**src/design/cami_pkg.sv**
```systemverilog
// Constants, types and register map for CAN acceptance masking and interrupt bookkeeping
// Function
// - Mask bit 0: incoming bit must match buffer
// - Mask bit 1: don't care, stored bit overwritten
// - Extended frames use all global mask bits
// - Standard frames use mask 28..18, RTR, IDE
// - Basic mask acts likewise for extended frames
// - Basic mask standard frames use 28..18, RTR, IDE
// - Basic mask halves layout, reset zero, read/write
// - Enable word: error bit 15, buffers 14:0
// - Error interrupt only when error enable set
// - Buffer pending set on successful transfer
// - Error pending sticks until software clears
// - Clear word: write one clears, zero keeps
// - Code enables select sources for encoded code
// - Node status field in bits 7:5
// - Request bit and source field encoding
// - Error type selects every error or state change
package cami_pkg;
  localparam int CAMI_AW = 8;
  localparam int CAMI_NBUF = 15;
  localparam logic [3:0] CAMI_BASIC_BUF = 4'he;
  // Register byte offsets
  localparam logic [CAMI_AW-1:0] CAMI_GM_HI = 8'h00;
  localparam logic [CAMI_AW-1:0] CAMI_GM_LO = 8'h04;
  localparam logic [CAMI_AW-1:0] CAMI_BM_HI = 8'h08;
  localparam logic [CAMI_AW-1:0] CAMI_BM_LO = 8'h0c;
  localparam logic [CAMI_AW-1:0] CAMI_IEN = 8'h10;
  localparam logic [CAMI_AW-1:0] CAMI_PND = 8'h14;
  localparam logic [CAMI_AW-1:0] CAMI_CLR = 8'h18;
  localparam logic [CAMI_AW-1:0] CAMI_CEN = 8'h1c;
  localparam logic [CAMI_AW-1:0] CAMI_STPND = 8'h20;
  localparam logic [CAMI_AW-1:0] CAMI_CFG = 8'h24;
  localparam logic [15:0] CAMI_RST16 = 16'h0000;
  // Word field positions
  localparam int CAMI_ERR_BIT = 15;
  localparam int CAMI_CFG_EIT_BIT = 0;
  localparam int CAMI_NS_LSB = 5;
  localparam int CAMI_NS_MSB = 7;
  localparam int CAMI_IRQ_BIT = 4;
  // Node status codes
  localparam logic [2:0] CAMI_NS_OFF = 3'h0;
  localparam logic [2:0] CAMI_NS_ACTIVE = 3'h2;
  localparam logic [2:0] CAMI_NS_WARN = 3'h3;
  localparam logic [2:0] CAMI_NS_PASSIVE = 3'h4;
  localparam logic [2:0] CAMI_NS_BUSOFF = 3'h6;
  localparam logic [3:0] CAMI_IST_NONE = 4'h0;
  // Standard identifiers travel left-aligned in id[28:18]
  typedef struct packed {
    logic [28:0] id;
    logic srr;
    logic ide;
    logic rtr;
  } cami_frame_t;
  typedef struct packed {
    logic [28:0] id;
    logic rtr;
    logic ide;
    logic extended_remote_mask_bit;
  } cami_mask_t;
  typedef struct packed {
    logic irq;
    logic [3:0] irq_source_code;
  } cami_code_t;
endpackage : cami_pkg

```
**src/design/cami_top.sv**
```systemverilog
// CAN acceptance masks and interrupt bookkeeping with APB register access
//
// Our own choices: the address map and the APB slave port.
`timescale 1ns/1ps
module cami_top
  import cami_pkg::*;
(
  input wire logic clk_in,
  input wire logic resetn_in,
  input wire logic psel_in,
  input wire logic penable_in,
  input wire logic pwrite_in,
  input wire logic [CAMI_AW-1:0] paddr_in,
  input wire logic [31:0] pwdata_in,
  output logic [31:0] prdata_out,
  output logic pready_out,
  output logic pslverr_out,
  input wire logic cmp_valid_in,
  input wire logic [3:0] cmp_buf_in,
  input wire cami_frame_t rx_frame_in,
  input wire cami_frame_t buf_frame_in,
  output logic accept_valid_out,
  output logic accept_out,
  output logic [3:0] accept_buf_out,
  output cami_frame_t merged_frame_out,
  input wire logic [CAMI_NBUF-1:0] buf_done_in,
  input wire logic bus_error_in,
  input wire logic err_cnt_inc_in,
  input wire logic [2:0] node_state_in,
  output logic irq_out
);
  logic rst_meta;
  logic rst_n;
  logic [15:0] global_accept_mask_hi;
  logic [15:0] global_accept_mask_lo;
  logic [15:0] basic_accept_mask_hi;
  logic [15:0] basic_accept_mask_lo;
  logic [15:0] can_irq_enables;
  logic [15:0] can_irq_pending;
  logic [15:0] can_irq_code_enables;
  logic error_irq_type_select;
  logic [2:0] node_state_field;
  cami_code_t irq_code;
  cami_code_t next_irq_code;
  cami_mask_t global_accept_mask;
  cami_mask_t basic_accept_mask;
  logic g_match;
  logic b_match;
  cami_frame_t g_merged;
  cami_frame_t b_merged;
  logic setup_ph;
  logic wr_en;
  logic mapped;
  logic [31:0] rd_mux;
  logic [15:0] clr_vec;
  logic [15:0] set_vec;
  logic ns_changed;

  // Reset release through two flops
  always_ff @(posedge clk_in or negedge resetn_in) begin
    if (!resetn_in) begin
      rst_meta <= 1'b0;
      rst_n <= 1'b0;
    end else begin
      rst_meta <= 1'b1;
      rst_n <= rst_meta;
    end
  end

  // Halves joined into one 32-bit mask each
  always_comb begin
    global_accept_mask.rtr = global_accept_mask_hi[4];
    global_accept_mask.ide = global_accept_mask_hi[3];
    global_accept_mask.id = {global_accept_mask_hi[15:5], global_accept_mask_hi[2:0],
                             global_accept_mask_lo[15:1]};
    global_accept_mask.extended_remote_mask_bit = global_accept_mask_lo[0];
    basic_accept_mask.id = {basic_accept_mask_hi[15:5], basic_accept_mask_hi[2:0],
                            basic_accept_mask_lo[15:1]};
    basic_accept_mask.rtr = basic_accept_mask_hi[4];
    basic_accept_mask.ide = basic_accept_mask_hi[3];
    basic_accept_mask.extended_remote_mask_bit = basic_accept_mask_lo[0];
  end

  cami_mask_match u_global (
    .mask_in(global_accept_mask),
    .rx_in(rx_frame_in),
    .stored_in(buf_frame_in),
    .match_out(g_match),
    .merged_out(g_merged)
  );

  cami_mask_match u_basic (
    .mask_in(basic_accept_mask),
    .rx_in(rx_frame_in),
    .stored_in(buf_frame_in),
    .match_out(b_match),
    .merged_out(b_merged)
  );

  // Last buffer filters through the basic mask, the rest through the global one
  always_ff @(posedge clk_in or negedge rst_n) begin
    if (!rst_n) begin
      accept_valid_out <= 1'b0;
      accept_out <= 1'b0;
      accept_buf_out <= 4'h0;
      merged_frame_out <= '0;
    end else begin
      accept_valid_out <= cmp_valid_in;
      if (cmp_valid_in) begin
        accept_buf_out <= cmp_buf_in;
        if (cmp_buf_in == CAMI_BASIC_BUF) begin
          accept_out <= b_match;
          merged_frame_out <= b_merged;
        end else begin
          accept_out <= g_match;
          merged_frame_out <= g_merged;
        end
      end else begin
        accept_out <= 1'b0;
      end
    end
  end

  // APB: no wait state, answer registered at the setup edge
  assign setup_ph = psel_in && !penable_in && !pready_out;
  assign wr_en = psel_in && penable_in && pready_out && pwrite_in && !pslverr_out;

  always_comb begin
    mapped = 1'b1;
    rd_mux = 32'h00000000;
    unique case (paddr_in)
      CAMI_GM_HI: rd_mux[15:0] = global_accept_mask_hi;
      CAMI_GM_LO: rd_mux[15:0] = global_accept_mask_lo;
      CAMI_BM_HI: rd_mux[15:0] = basic_accept_mask_hi;
      CAMI_BM_LO: rd_mux[15:0] = basic_accept_mask_lo;
      CAMI_IEN: rd_mux[15:0] = can_irq_enables;
      CAMI_PND: rd_mux[15:0] = can_irq_pending;
      CAMI_CLR: rd_mux[15:0] = CAMI_RST16;
      CAMI_CEN: rd_mux[15:0] = can_irq_code_enables;
      CAMI_STPND: begin
        rd_mux[CAMI_NS_MSB:CAMI_NS_LSB] = node_state_field;
        rd_mux[CAMI_IRQ_BIT:0] = irq_code;
      end
      CAMI_CFG: rd_mux[CAMI_CFG_EIT_BIT] = error_irq_type_select;
      default: mapped = 1'b0;
    endcase
  end

  always_ff @(posedge clk_in or negedge rst_n) begin
    if (!rst_n) begin
      pready_out <= 1'b0;
      pslverr_out <= 1'b0;
      prdata_out <= 32'h00000000;
    end else begin
      pready_out <= setup_ph;
      pslverr_out <= setup_ph && !mapped;
      if (setup_ph && !pwrite_in) begin
        prdata_out <= rd_mux;
      end
    end
  end

  // Writable control words
  always_ff @(posedge clk_in or negedge rst_n) begin
    if (!rst_n) begin
      global_accept_mask_hi <= CAMI_RST16;
      global_accept_mask_lo <= CAMI_RST16;
      basic_accept_mask_hi <= CAMI_RST16;
      basic_accept_mask_lo <= CAMI_RST16;
      can_irq_enables <= CAMI_RST16;
      can_irq_code_enables <= CAMI_RST16;
      error_irq_type_select <= 1'b0;
    end else if (wr_en) begin
      unique case (paddr_in)
        CAMI_GM_HI: global_accept_mask_hi <= pwdata_in[15:0];
        CAMI_GM_LO: global_accept_mask_lo <= pwdata_in[15:0];
        CAMI_BM_HI: basic_accept_mask_hi <= pwdata_in[15:0];
        CAMI_BM_LO: basic_accept_mask_lo <= pwdata_in[15:0];
        CAMI_IEN: can_irq_enables <= pwdata_in[15:0];
        CAMI_CEN: can_irq_code_enables <= pwdata_in[15:0];
        CAMI_CFG: error_irq_type_select <= pwdata_in[CAMI_CFG_EIT_BIT];
        default: ;
      endcase
    end
  end

  // Node status follows the error counter logic
  always_ff @(posedge clk_in or negedge rst_n) begin
    if (!rst_n) begin
      node_state_field <= CAMI_NS_OFF;
    end else begin
      node_state_field <= node_state_in;
    end
  end

  assign ns_changed = err_cnt_inc_in && (node_state_in != node_state_field);

  // Clear word is a plain write of ones; reads of it return zero
  assign clr_vec = (wr_en && paddr_in == CAMI_CLR) ? pwdata_in[15:0] : CAMI_RST16;

  always_comb begin
    set_vec = {1'b0, buf_done_in};
    set_vec[CAMI_ERR_BIT] = error_irq_type_select ? ns_changed : bus_error_in;
  end

  // A set arriving with its clear wins
  always_ff @(posedge clk_in or negedge rst_n) begin
    if (!rst_n) begin
      can_irq_pending <= CAMI_RST16;
    end else begin
      can_irq_pending <= (can_irq_pending & ~clr_vec) | set_vec;
    end
  end

  cami_prio_enc u_prio (
    .req_in(can_irq_pending & can_irq_code_enables),
    .code_out(next_irq_code)
  );

  always_ff @(posedge clk_in or negedge rst_n) begin
    if (!rst_n) begin
      irq_code <= '0;
      irq_out <= 1'b0;
    end else begin
      irq_code <= next_irq_code;
      irq_out <= |(can_irq_pending & can_irq_enables);
    end
  end

  apb_ready_a: assert property (@(posedge clk_in) disable iff (!rst_n)
    setup_ph |=> pready_out ##1 !pready_out)
    else $error("apb answer not one cycle after setup");

  reject_cared_a: assert property (@(posedge clk_in) disable iff (!rst_n)
    cmp_valid_in && rx_frame_in.ide && cmp_buf_in != CAMI_BASIC_BUF &&
    ((rx_frame_in.id ^ buf_frame_in.id) & ~global_accept_mask.id) != 29'h0
    |=> accept_valid_out && !accept_out)
    else $error("frame accepted despite cared identifier mismatch");

  merge_id_a: assert property (@(posedge clk_in) disable iff (!rst_n)
    cmp_valid_in && rx_frame_in.ide && cmp_buf_in != CAMI_BASIC_BUF
    |=> merged_frame_out.id == (($past(rx_frame_in.id) & $past(global_accept_mask.id)) |
        ($past(buf_frame_in.id) & ~$past(global_accept_mask.id))))
    else $error("merged identifier wrong");

  std_ignore_a: assert property (@(posedge clk_in) disable iff (!rst_n)
    cmp_valid_in && !rx_frame_in.ide && cmp_buf_in == CAMI_BASIC_BUF &&
    ((rx_frame_in.id[28:18] ^ buf_frame_in.id[28:18]) & ~basic_accept_mask.id[28:18]) == 11'h0 &&
    (basic_accept_mask.rtr || rx_frame_in.rtr == buf_frame_in.rtr) &&
    (basic_accept_mask.ide || rx_frame_in.ide == buf_frame_in.ide)
    |=> accept_out)
    else $error("standard frame rejected on unused bits");

  buf_set_a: assert property (@(posedge clk_in) disable iff (!rst_n)
    buf_done_in != 15'h0 |=> (can_irq_pending[14:0] & $past(buf_done_in)) == $past(buf_done_in))
    else $error("buffer pending not set");

  err_type_a: assert property (@(posedge clk_in) disable iff (!rst_n)
    !error_irq_type_select && bus_error_in |=> can_irq_pending[CAMI_ERR_BIT])
    else $error("error pending not set on bus error");

  clear_a: assert property (@(posedge clk_in) disable iff (!rst_n)
    wr_en && paddr_in == CAMI_CLR && pwdata_in[0] && !buf_done_in[0]
    |=> !can_irq_pending[0])
    else $error("write one did not clear pending");

  code_off_a: assert property (@(posedge clk_in) disable iff (!rst_n)
    (can_irq_pending & can_irq_code_enables) == 16'h0 |=> irq_code == '0)
    else $error("disabled source shows in code");

  irq_err_a: assert property (@(posedge clk_in) disable iff (!rst_n)
    !can_irq_enables[CAMI_ERR_BIT] && (can_irq_pending[14:0] & can_irq_enables[14:0]) == 15'h0
    |=> !irq_out)
    else $error("interrupt raised with no enabled source");

  err_first_a: assert property (@(posedge clk_in) disable iff (!rst_n)
    can_irq_pending[CAMI_ERR_BIT] && can_irq_code_enables[CAMI_ERR_BIT]
    |=> irq_code.irq && irq_code.irq_source_code == CAMI_IST_NONE)
    else $error("error source not ranked first");

  // Bus side
  apb_err_a: assert property (@(posedge clk_in) disable iff (!rst_n)
    setup_ph && !mapped |=> pready_out && pslverr_out)
    else $error("unmapped address answered without slave error");

  clr_reads_zero_a: assert property (@(posedge clk_in) disable iff (!rst_n)
    setup_ph && !pwrite_in && paddr_in == CAMI_CLR |=> prdata_out == 32'h00000000)
    else $error("clear word read back nonzero");

  pnd_readonly_a: assert property (@(posedge clk_in) disable iff (!rst_n)
    wr_en && paddr_in == CAMI_PND && set_vec == 16'h0000 |=> $stable(can_irq_pending))
    else $error("write to pending word changed it");

  // Pending flags
  err_sticky_a: assert property (@(posedge clk_in) disable iff (!rst_n)
    can_irq_pending[CAMI_ERR_BIT] && !clr_vec[CAMI_ERR_BIT] |=> can_irq_pending[CAMI_ERR_BIT])
    else $error("error pending dropped without clear");

  err_state_a: assert property (@(posedge clk_in) disable iff (!rst_n)
    error_irq_type_select && err_cnt_inc_in && node_state_in != node_state_field
    |=> can_irq_pending[CAMI_ERR_BIT])
    else $error("error pending not set on node status change");

  err_quiet_a: assert property (@(posedge clk_in) disable iff (!rst_n)
    error_irq_type_select && !err_cnt_inc_in && !can_irq_pending[CAMI_ERR_BIT]
    |=> !can_irq_pending[CAMI_ERR_BIT])
    else $error("error pending set without node status change");

  clear_keep_a: assert property (@(posedge clk_in) disable iff (!rst_n)
    wr_en && paddr_in == CAMI_CLR
    |=> ((can_irq_pending ^ $past(can_irq_pending)) & ~$past(pwdata_in[15:0]) &
        ~$past(set_vec)) == 16'h0000)
    else $error("zero in clear word changed a flag");

  // Request and code
  irq_on_a: assert property (@(posedge clk_in) disable iff (!rst_n)
    (can_irq_pending & can_irq_enables) != 16'h0000 |=> irq_out)
    else $error("interrupt missing with enabled pending source");

  code_buf0_a: assert property (@(posedge clk_in) disable iff (!rst_n)
    !(can_irq_pending[CAMI_ERR_BIT] && can_irq_code_enables[CAMI_ERR_BIT]) &&
    can_irq_pending[0] && can_irq_code_enables[0]
    |=> irq_code.irq && irq_code.irq_source_code == 4'h1)
    else $error("buffer zero code wrong");

  // Acceptance outputs
  accept_idle_a: assert property (@(posedge clk_in) disable iff (!rst_n)
    !cmp_valid_in |=> !accept_valid_out && !accept_out)
    else $error("acceptance shown without a compare");

  accept_buf_a: assert property (@(posedge clk_in) disable iff (!rst_n)
    cmp_valid_in |=> accept_valid_out && accept_buf_out == $past(cmp_buf_in))
    else $error("acceptance buffer number wrong");

  std_rtr_a: assert property (@(posedge clk_in) disable iff (!rst_n)
    cmp_valid_in && !rx_frame_in.ide && cmp_buf_in != CAMI_BASIC_BUF &&
    !global_accept_mask.rtr && rx_frame_in.rtr != buf_frame_in.rtr
    |=> !accept_out)
    else $error("standard frame accepted despite cared remote bit");

  ext_srr_a: assert property (@(posedge clk_in) disable iff (!rst_n)
    cmp_valid_in && rx_frame_in.ide && cmp_buf_in != CAMI_BASIC_BUF &&
    !global_accept_mask.rtr && rx_frame_in.srr != buf_frame_in.srr
    |=> !accept_out)
    else $error("extended frame accepted despite cared SRR bit");
endmodule : cami_top

```
**src/design/cami_mask_match.sv**
```systemverilog
// One acceptance mask comparator with identifier merge
`timescale 1ns/1ps
module cami_mask_match
  import cami_pkg::*;
(
  input wire cami_mask_t mask_in,
  input wire cami_frame_t rx_in,
  input wire cami_frame_t stored_in,
  output logic match_out,
  output cami_frame_t merged_out
);
  logic [31:0] rx_v;
  logic [31:0] st_v;
  logic [31:0] dc_v;
  logic [31:0] used_v;

  always_comb begin
    rx_v = rx_in;
    st_v = stored_in;
    // Mask RTR guards SRR, extended-remote bit guards RTR
    dc_v = {mask_in.id, mask_in.rtr, mask_in.ide, mask_in.extended_remote_mask_bit};
    if (rx_in.ide) begin
      used_v = 32'hffffffff;
    end else begin
      // Standard: id 28..18 vs mask 28..18, RTR against mask RTR, IDE
      used_v = {11'h7ff, 18'h00000, 3'h0};
      dc_v[0] = mask_in.rtr;
      dc_v[1] = mask_in.ide;
      used_v[1] = 1'b1;
      used_v[0] = 1'b1;
    end
    match_out = ((rx_v ^ st_v) & used_v & ~dc_v) == 32'h00000000;
    merged_out = (st_v & ~(dc_v & used_v)) | (rx_v & dc_v & used_v);
  end
endmodule : cami_mask_match

```
**src/design/cami_prio_enc.sv**
```systemverilog
// Highest priority pending source encoder
`timescale 1ns/1ps
module cami_prio_enc
  import cami_pkg::*;
(
  input wire logic [15:0] req_in,
  output cami_code_t code_out
);
  always_comb begin
    code_out = '{irq: 1'b0, irq_source_code: CAMI_IST_NONE};
    // Walk downward so the lowest buffer wins
    for (int i = CAMI_NBUF - 1; i >= 0; i--) begin
      if (req_in[i]) begin
        code_out = '{irq: 1'b1, irq_source_code: 4'(i + 1)};
      end
    end
    if (req_in[CAMI_ERR_BIT]) begin
      code_out = '{irq: 1'b1, irq_source_code: CAMI_IST_NONE};
    end
  end
endmodule : cami_prio_enc

```
**config.mk**
```make
export PLATFORM = sky130hd
export DESIGN_NAME = cami_top
export DESIGN_NICKNAME = d
export VERILOG_FILES = /design/src/design/cami_pkg.sv /design/src/design/cami_top.sv /design/src/design/cami_mask_match.sv /design/src/design/cami_prio_enc.sv
export SDC_FILE = /design/constraint.sdc
export NUM_CORES = 1
export LEC_CHECK = 0
export BUFFER_PORTS_ARGS = -buffer_cell sky130_fd_sc_hd__buf_2
export CELL_PAD_IN_SITES_DETAIL_PLACEMENT = 0
export CELL_PAD_IN_SITES_GLOBAL_PLACEMENT = 1
export CORE_UTILIZATION = 38
export CTS_CLUSTER_SIZE = 14
export DETAILED_ROUTE_END_ITERATION = 8
export PLACE_DENSITY = 0.8
export REMOVE_ABC_BUFFERS = 1
export SLEW_MARGIN = 20
export SYNTH_ARGS = -nofsm -noshare
export SYNTH_HDL_FRONTEND = slang
export SYNTH_SLANG_ARGS = --single-unit
```
**constraint.sdc**
```tcl
create_clock -name clk_in -period 5.77 [get_ports clk_in]
set_input_delay 0.2885 -clock clk_in [delete_from_list [all_inputs] [get_ports clk_in]]
set_output_delay 0.2885 -clock clk_in [all_outputs]
set_load 0.1 [all_outputs]
```
# Yosys cells after proc, flatten, opt, wreduce, memory -nomap -nowiden
# Cells that the tools add are included.
[totals]
ff_bits = 180
input_bits = 134
wordCells = 113
[classes]
eq_ne = 11
n_mux = 28
bitwise = 23
reduce_logical = 27
[ops]
columns = ["cell", "count"]
rows = [
  ["32-bit AND", 11],
  ["32-bit NOT", 4],
  ["5-bit 2-to-1 mux", 16],
  ["32-bit logical NOT", 2],
  ["32-bit OR", 2],
  ["7-bit one-hot mux with 8 select lines", 1],
  ["8-bit one-hot mux with 7 select lines", 1],
  ["16-bit AND", 3],
  ["8-bit by 5-bit == test with 1-bit output (second input constant)", 4],
  ["32-bit 2-to-1 mux", 1],
  ["32-bit XOR", 1],
  ["21-bit 2-to-1 mux", 1],
  ["8-bit by 4-bit == test with 1-bit output (second input constant)", 2],
  ["8-bit by 6-bit == test with 1-bit output (second input constant)", 2],
  ["16-bit 2-to-1 mux", 1],
  ["16-bit NOT", 1],
  ["16-bit OR", 1],
  ["16-bit OR reduction", 1],
  ["2-bit AND reduction", 7],
  ["1-bit logical AND", 10],
  ["10-bit OR reduction", 1],
  ["1-bit one-hot mux with 9 select lines", 1],
  ["8-bit by 3-bit == test with 1-bit output (second input constant)", 1],
  ["8-bit logical NOT", 1],
  ["4 further kinds", 13],
]

# Logic depth before layout (Yosys ltp)
[depth]
word_depth = 17
mapped_depth = 8
depth_no_buf = 7

# Cells and area by module
# From an unflattened synthesis, not the netlist that was laid out.
[hier_totals]
cells_unflattened = 968
hier_area_um2 = 10581.4
[by_module_without_submodules]
columns = ["module", "n_inst", "cells_per_inst", "area_each_um2", "seq_area_each_um2"]
rows = [
  ["cami_top", 1, 708, 8614.5, 4504.3],
  ["cami_mask_match", 2, 113, 895.9, 0.0],
  ["cami_prio_enc", 1, 34, 175.2, 0.0],
]

# Worst setup path before layout
# OpenSTA, ideal clock, no wires.
[synth_timing]
path_kind = "flip-flop to flip-flop"
from = "register pready_out"
to = "register global_accept_mask_hi[10]"
t_arrival_ns = 2.264
required_time_ns = 5.645
setup_slack_ns = 3.382
stages_incl_launch_ff = 6
n_path_buf = 1
path_cell_list = "dfrtp_1 -> nand4_1 -> nor2_2 -> nand3_1 -> clkbuf_1 -> mux2_2"
[synth_via]
elab_chain_len = 4
[synth_lines]
columns = ["item", "line", "rtl"]
rows = [
  ["start, declared", "cami_top.sv:16", "output logic pready_out,"],
  ["start signal, assigned", "cami_top.sv:155", "pready_out <= setup_ph;"],
  ["1-bit logical AND (3 in a row)", "cami_top.sv:126", "assign wr_en = psel_in && penable_in && pready_out && pwrite_in && !pslverr_out;"],
  ["2-bit AND reduction (no source line)", "--", ""],
  ["end signal, assigned", "cami_top.sv:175", "CAMI_GM_HI: global_accept_mask_hi <= pwdata_in[15:0];"],
  ["end, declared", "cami_top.sv:34", "logic [15:0] global_accept_mask_hi;"],
]
# Every way passes these cells.
# A chain may end at the register's enable or synchronous reset.

# Worst setup path in the final report
[layout_timing]
from = "input port paddr_in[3]"
to = "register basic_accept_mask_hi[15]"
[layout_via]
elab_chain_len = 2
[layout_lines]
columns = ["item", "line", "rtl"]
rows = [
  ["start, declared", "cami_top.sv:13", "input wire logic [CAMI_AW-1:0] paddr_in,"],
  ["8-bit by 4-bit == test with 1-bit output", "cami_top.sv:174", "unique case (paddr_in)"],
  ["2-bit AND reduction (no source line)", "--", ""],
  ["end signal, assigned", "cami_top.sv:177", "CAMI_BM_HI: basic_accept_mask_hi <= pwdata_in[15:0];"],
  ["end, declared", "cami_top.sv:36", "logic [15:0] basic_accept_mask_hi;"],
]
# Every way passes these cells.

==> metrics.md <==
| Metric | Value |
|---|---|
| Outcome | complete, no violations |
| Critical Path, Cell by Cell | buf_2, nor2b_1, buf_4, and3_1, and2_1, mux2_2 |
| Pwr/cell area | 272 nW/µm² |
| Clk slew on worst S/H paths | 0.07 ns |
| Count leader, synth | dfrtp_1 |
| CTS H-Tree Depth | 4 |
| Die Y | 160 µm |
| Worst Tran Pin Value | 0.960 ns |
| Final Wtd Congestion | 0.917 |
| Ys Warns | 0 |
| Hold WC Path Type | input port to register |
| Worst Path Max Fanout | 16 |
| Die area | 25400 µm² |
| Synthesized area | 9430 µm² |
| Longest Clk Path Bufs | 2 |
| Final Non-Filler Cells | 1379 |
| Vias in the first global route | 7656 |
| Hold Slack | 0.0220 ns |
| RSZ-0062 raised after global routing | false |
| DRT antenna net count | 0 |
| Post-synth top area cell | dfrtp_1 |
| Sequential area share after synthesis | 0.478 |
| Max incr delay on CP | 0.78 ns |
| Register bit count reported by yosys | 180 |
| IO buf count | 174 |
| Core area | 24300 µm² |
| Post-Synthesis Cells | 880 |
| Number of fill cells | 2306 |
| Unique masters post-synth | 61 |
| Top FF cell, synth | dfrtp_1 |
| Number of synthesized flops with an enable pin | 0 |
| Fraction of layout cells with a size suffix above 1 | 0.279 |
| Syn avg cell area | 10.7 µm² |
| Pleak | 5.15 nW |
| Initial DRT Pass Iterations | 5 |
| Layout Nets | 1175 |
| Root buf cell | clkbuf_16 |
| # DRC | 0 |
| Drt via density | 5.69 |
| Top cells by count, synth | 180 x dfrtp_1, 101 x nand2_1, 73 x a21oi_1 |
| CTS tree | yes |
| Slew Limit Headroom | 0.358 |
| Routed len/inst | 21.7 µm |
| Final Cycle Share | 0.454 |
| Clk_skew | 0.0128 ns |
| Routed wire length | 29900 µm |
| Fin Setup TNS | 0 ns |
| Yosys top cell area share | 0.478 |
| Dpl ws | 2.76 ns |
| Setup violations, final | 0 |
| Placed Cells | 1342 |
| Row count | 57 |
| Startpoint Class | input port |
| Antenna violations before repair | 1 |
| Minimum clock period | 2.62 ns |
| Ys async rst share | 1.00 |
| Clock Latency Late Sink | 0.44 ns |
| Max Clk Rate | 382 MHz |
| Clock sink count | 180 |
| I/O pin count | 207 |
| Area growth syn-to-layout | 18.2% |
| Slew Viols, Final | 0 |
| First-pass GRT wire length | 46300 µm |
| Top cells by area, synth | dfrtp_1 48%, mux2_2 8.2%, mux2i_1 5.7%, mux2_1 4.8%, nand2_1 4.0% |
| Max Cap Violations | 0 |
| Crit Path Class | input port to register |
| Num CTS Buffers | 17 |
| Hold Fails Final Rpt | 0 |
| Starting Density | 0.388 |
| Die width | 160 µm |
| DR iter-0 viols | 679 |
| Largest net degree at the start of global routing | 76 |
| CP Capture Type | register |
| Arrival time of the worst setup path | 2.95 ns |
| All-Layer GR Usage | 0.240 |
| Final setup margin | 3.15 ns |
| Max VDD drop | 0.204 mV |
| DR vias | 7845 |
| Congestion Overflow GR | 0 |
| CP required | 6.10 ns |
| CP max stage cell | and2_1 |
| Post-CTS sizing | 0 |
| DP HPWL | 21900 µm |
## repair_timing
item | 4_1_cts | 5_1_grt
endpoints found under the hold margin | 5 | 0
buffers inserted | 0 | 0
hold buffers | 4 | 0
## area by class of cell
class	count	area, µm²	share of cell area
clock inverters	14	173	0.0155
inverters	4	15.0	0.00135
diodes	1	2.50	0.000224
well taps	324	405	0.0364
repair buffers	185	963	0.0864
flip-flops and latches	180	4510	0.404
multi-input cells	653	4650	0.417
clock buffers	18	429	0.0385
## sequential cells by signal, indices dropped and copies added (netlist names)
signal	count
merged_frame_out	32
basic_accept_mask_hi	16
basic_accept_mask_lo	16
can_irq_code_enables	16
can_irq_enables	16
can_irq_pending	16
global_accept_mask_hi	16
global_accept_mask_lo	16
prdata_out	16
irq_code	5
accept_buf_out	4
node_state_field	3
accept_out	1
accept_valid_out	1
error_irq_type_select	1
irq_out	1
pready_out	1
pslverr_out	1
rst_meta	1
rst_n	1
## path summary, 6_finish.rpt
kind                                start                  endpoint  slack (ns)  cells after the start
hold / removal             buf_done_in[7]        can_irq_pending[7]        0.02                      2
setup reg to reg               pready_out  global_accept_mask_hi[1]        3.35                      4
max in group asynchronous           rst_n        can_irq_pending[0]        4.14                      1
min in group asynchronous       resetn_in                     rst_n        0.15                      2
hold reg to reg                     rst_n      merged_frame_out[13]        0.28                      0
setup / recovery              paddr_in[3]  basic_accept_mask_hi[15]        3.15                      6
## power by group
part           leakage [nW]  internal, mW  switching, mW
registers              2.31          1.29         0.0215
logic                  2.55         0.108          0.395
clock network         0.291         0.686          0.530
total                  5.15          2.08          0.946
## cells in the final DEF (no fill, tap or decap), types with 5 or more instances in the layout
| cell type | n |
|---|---|
| o22ai_1 | 23 |
| a31oi_1 | 6 |
| o21ai_1 | 8 |
| nor2b_1 | 6 |
| buf_2 | 174 |
| a21oi_1 | 73 |
| a22o_1 | 9 |
| and2_1 | 5 |
| buf_4 | 7 |
| o21ai_0 | 15 |
| nand3_1 | 15 |
| nand2_1 | 101 |
| a221oi_1 | 8 |
| dfrtp_1 | 179 |
| a22oi_1 | 16 |
| a32oi_1 | 6 |
| conb_1 | 17 |
| a222oi_1 | 5 |
| clkbuf_16 | 17 |
| a21o_1 | 19 |
| xnor2_1 | 31 |
| o211ai_1 | 9 |
| nand3b_1 | 8 |
| nor2_1 | 49 |
| mux2_2 | 69 |
| nor4_1 | 5 |
| mux2i_1 | 54 |
| mux2_1 | 40 |
## critical path, delay by kind of cell
family                 cells  cell delay (ns)
AND/OR/NAND/NOR            3             1.54
buffers and inverters      2             0.67
multiplexers               1             0.42
## logic make-up (layout without fill, tap and decap cells)
group                  after synthesis  in the layout  share of synthesized area
AO/OA/AOI/OAI                      216            216                      0.151
XOR/XNOR                            35             35                     0.0325
buffers and inverters               62            221                     0.0357
flip-flops                         180            180                      0.478
multiplexers                       163            163                      0.187
other                                2             18                   0.000796
AND/OR/NAND/NOR                    222            222                      0.115
## metrics by stage
stage | utilization | area (µm²) | total power [mW]
floorplan | - | 9170 | 1.67
global placement | 0.432 | 10500 | 1.83
detailed placement | 0.432 | 10500 | 1.84
CTS | 0.458 | 11100 | 3.04
global route | 0.458 | 11100 | 3.13
finish | 0.458 | 11100 | 3.03
## routing by layer
layer | routed length (µm) | track usage | part of all wire
met1 | 13100 | 0.333 | 0.44
met2 | 13600 | 0.370 | 0.46
met3 | 2590 | 0.0599 | 0.087
met4 | 554 | 0.0712 | 0.019
met5 | 0 | 0 | 0
No activity file was read; power rests on OpenSTA's default activity.
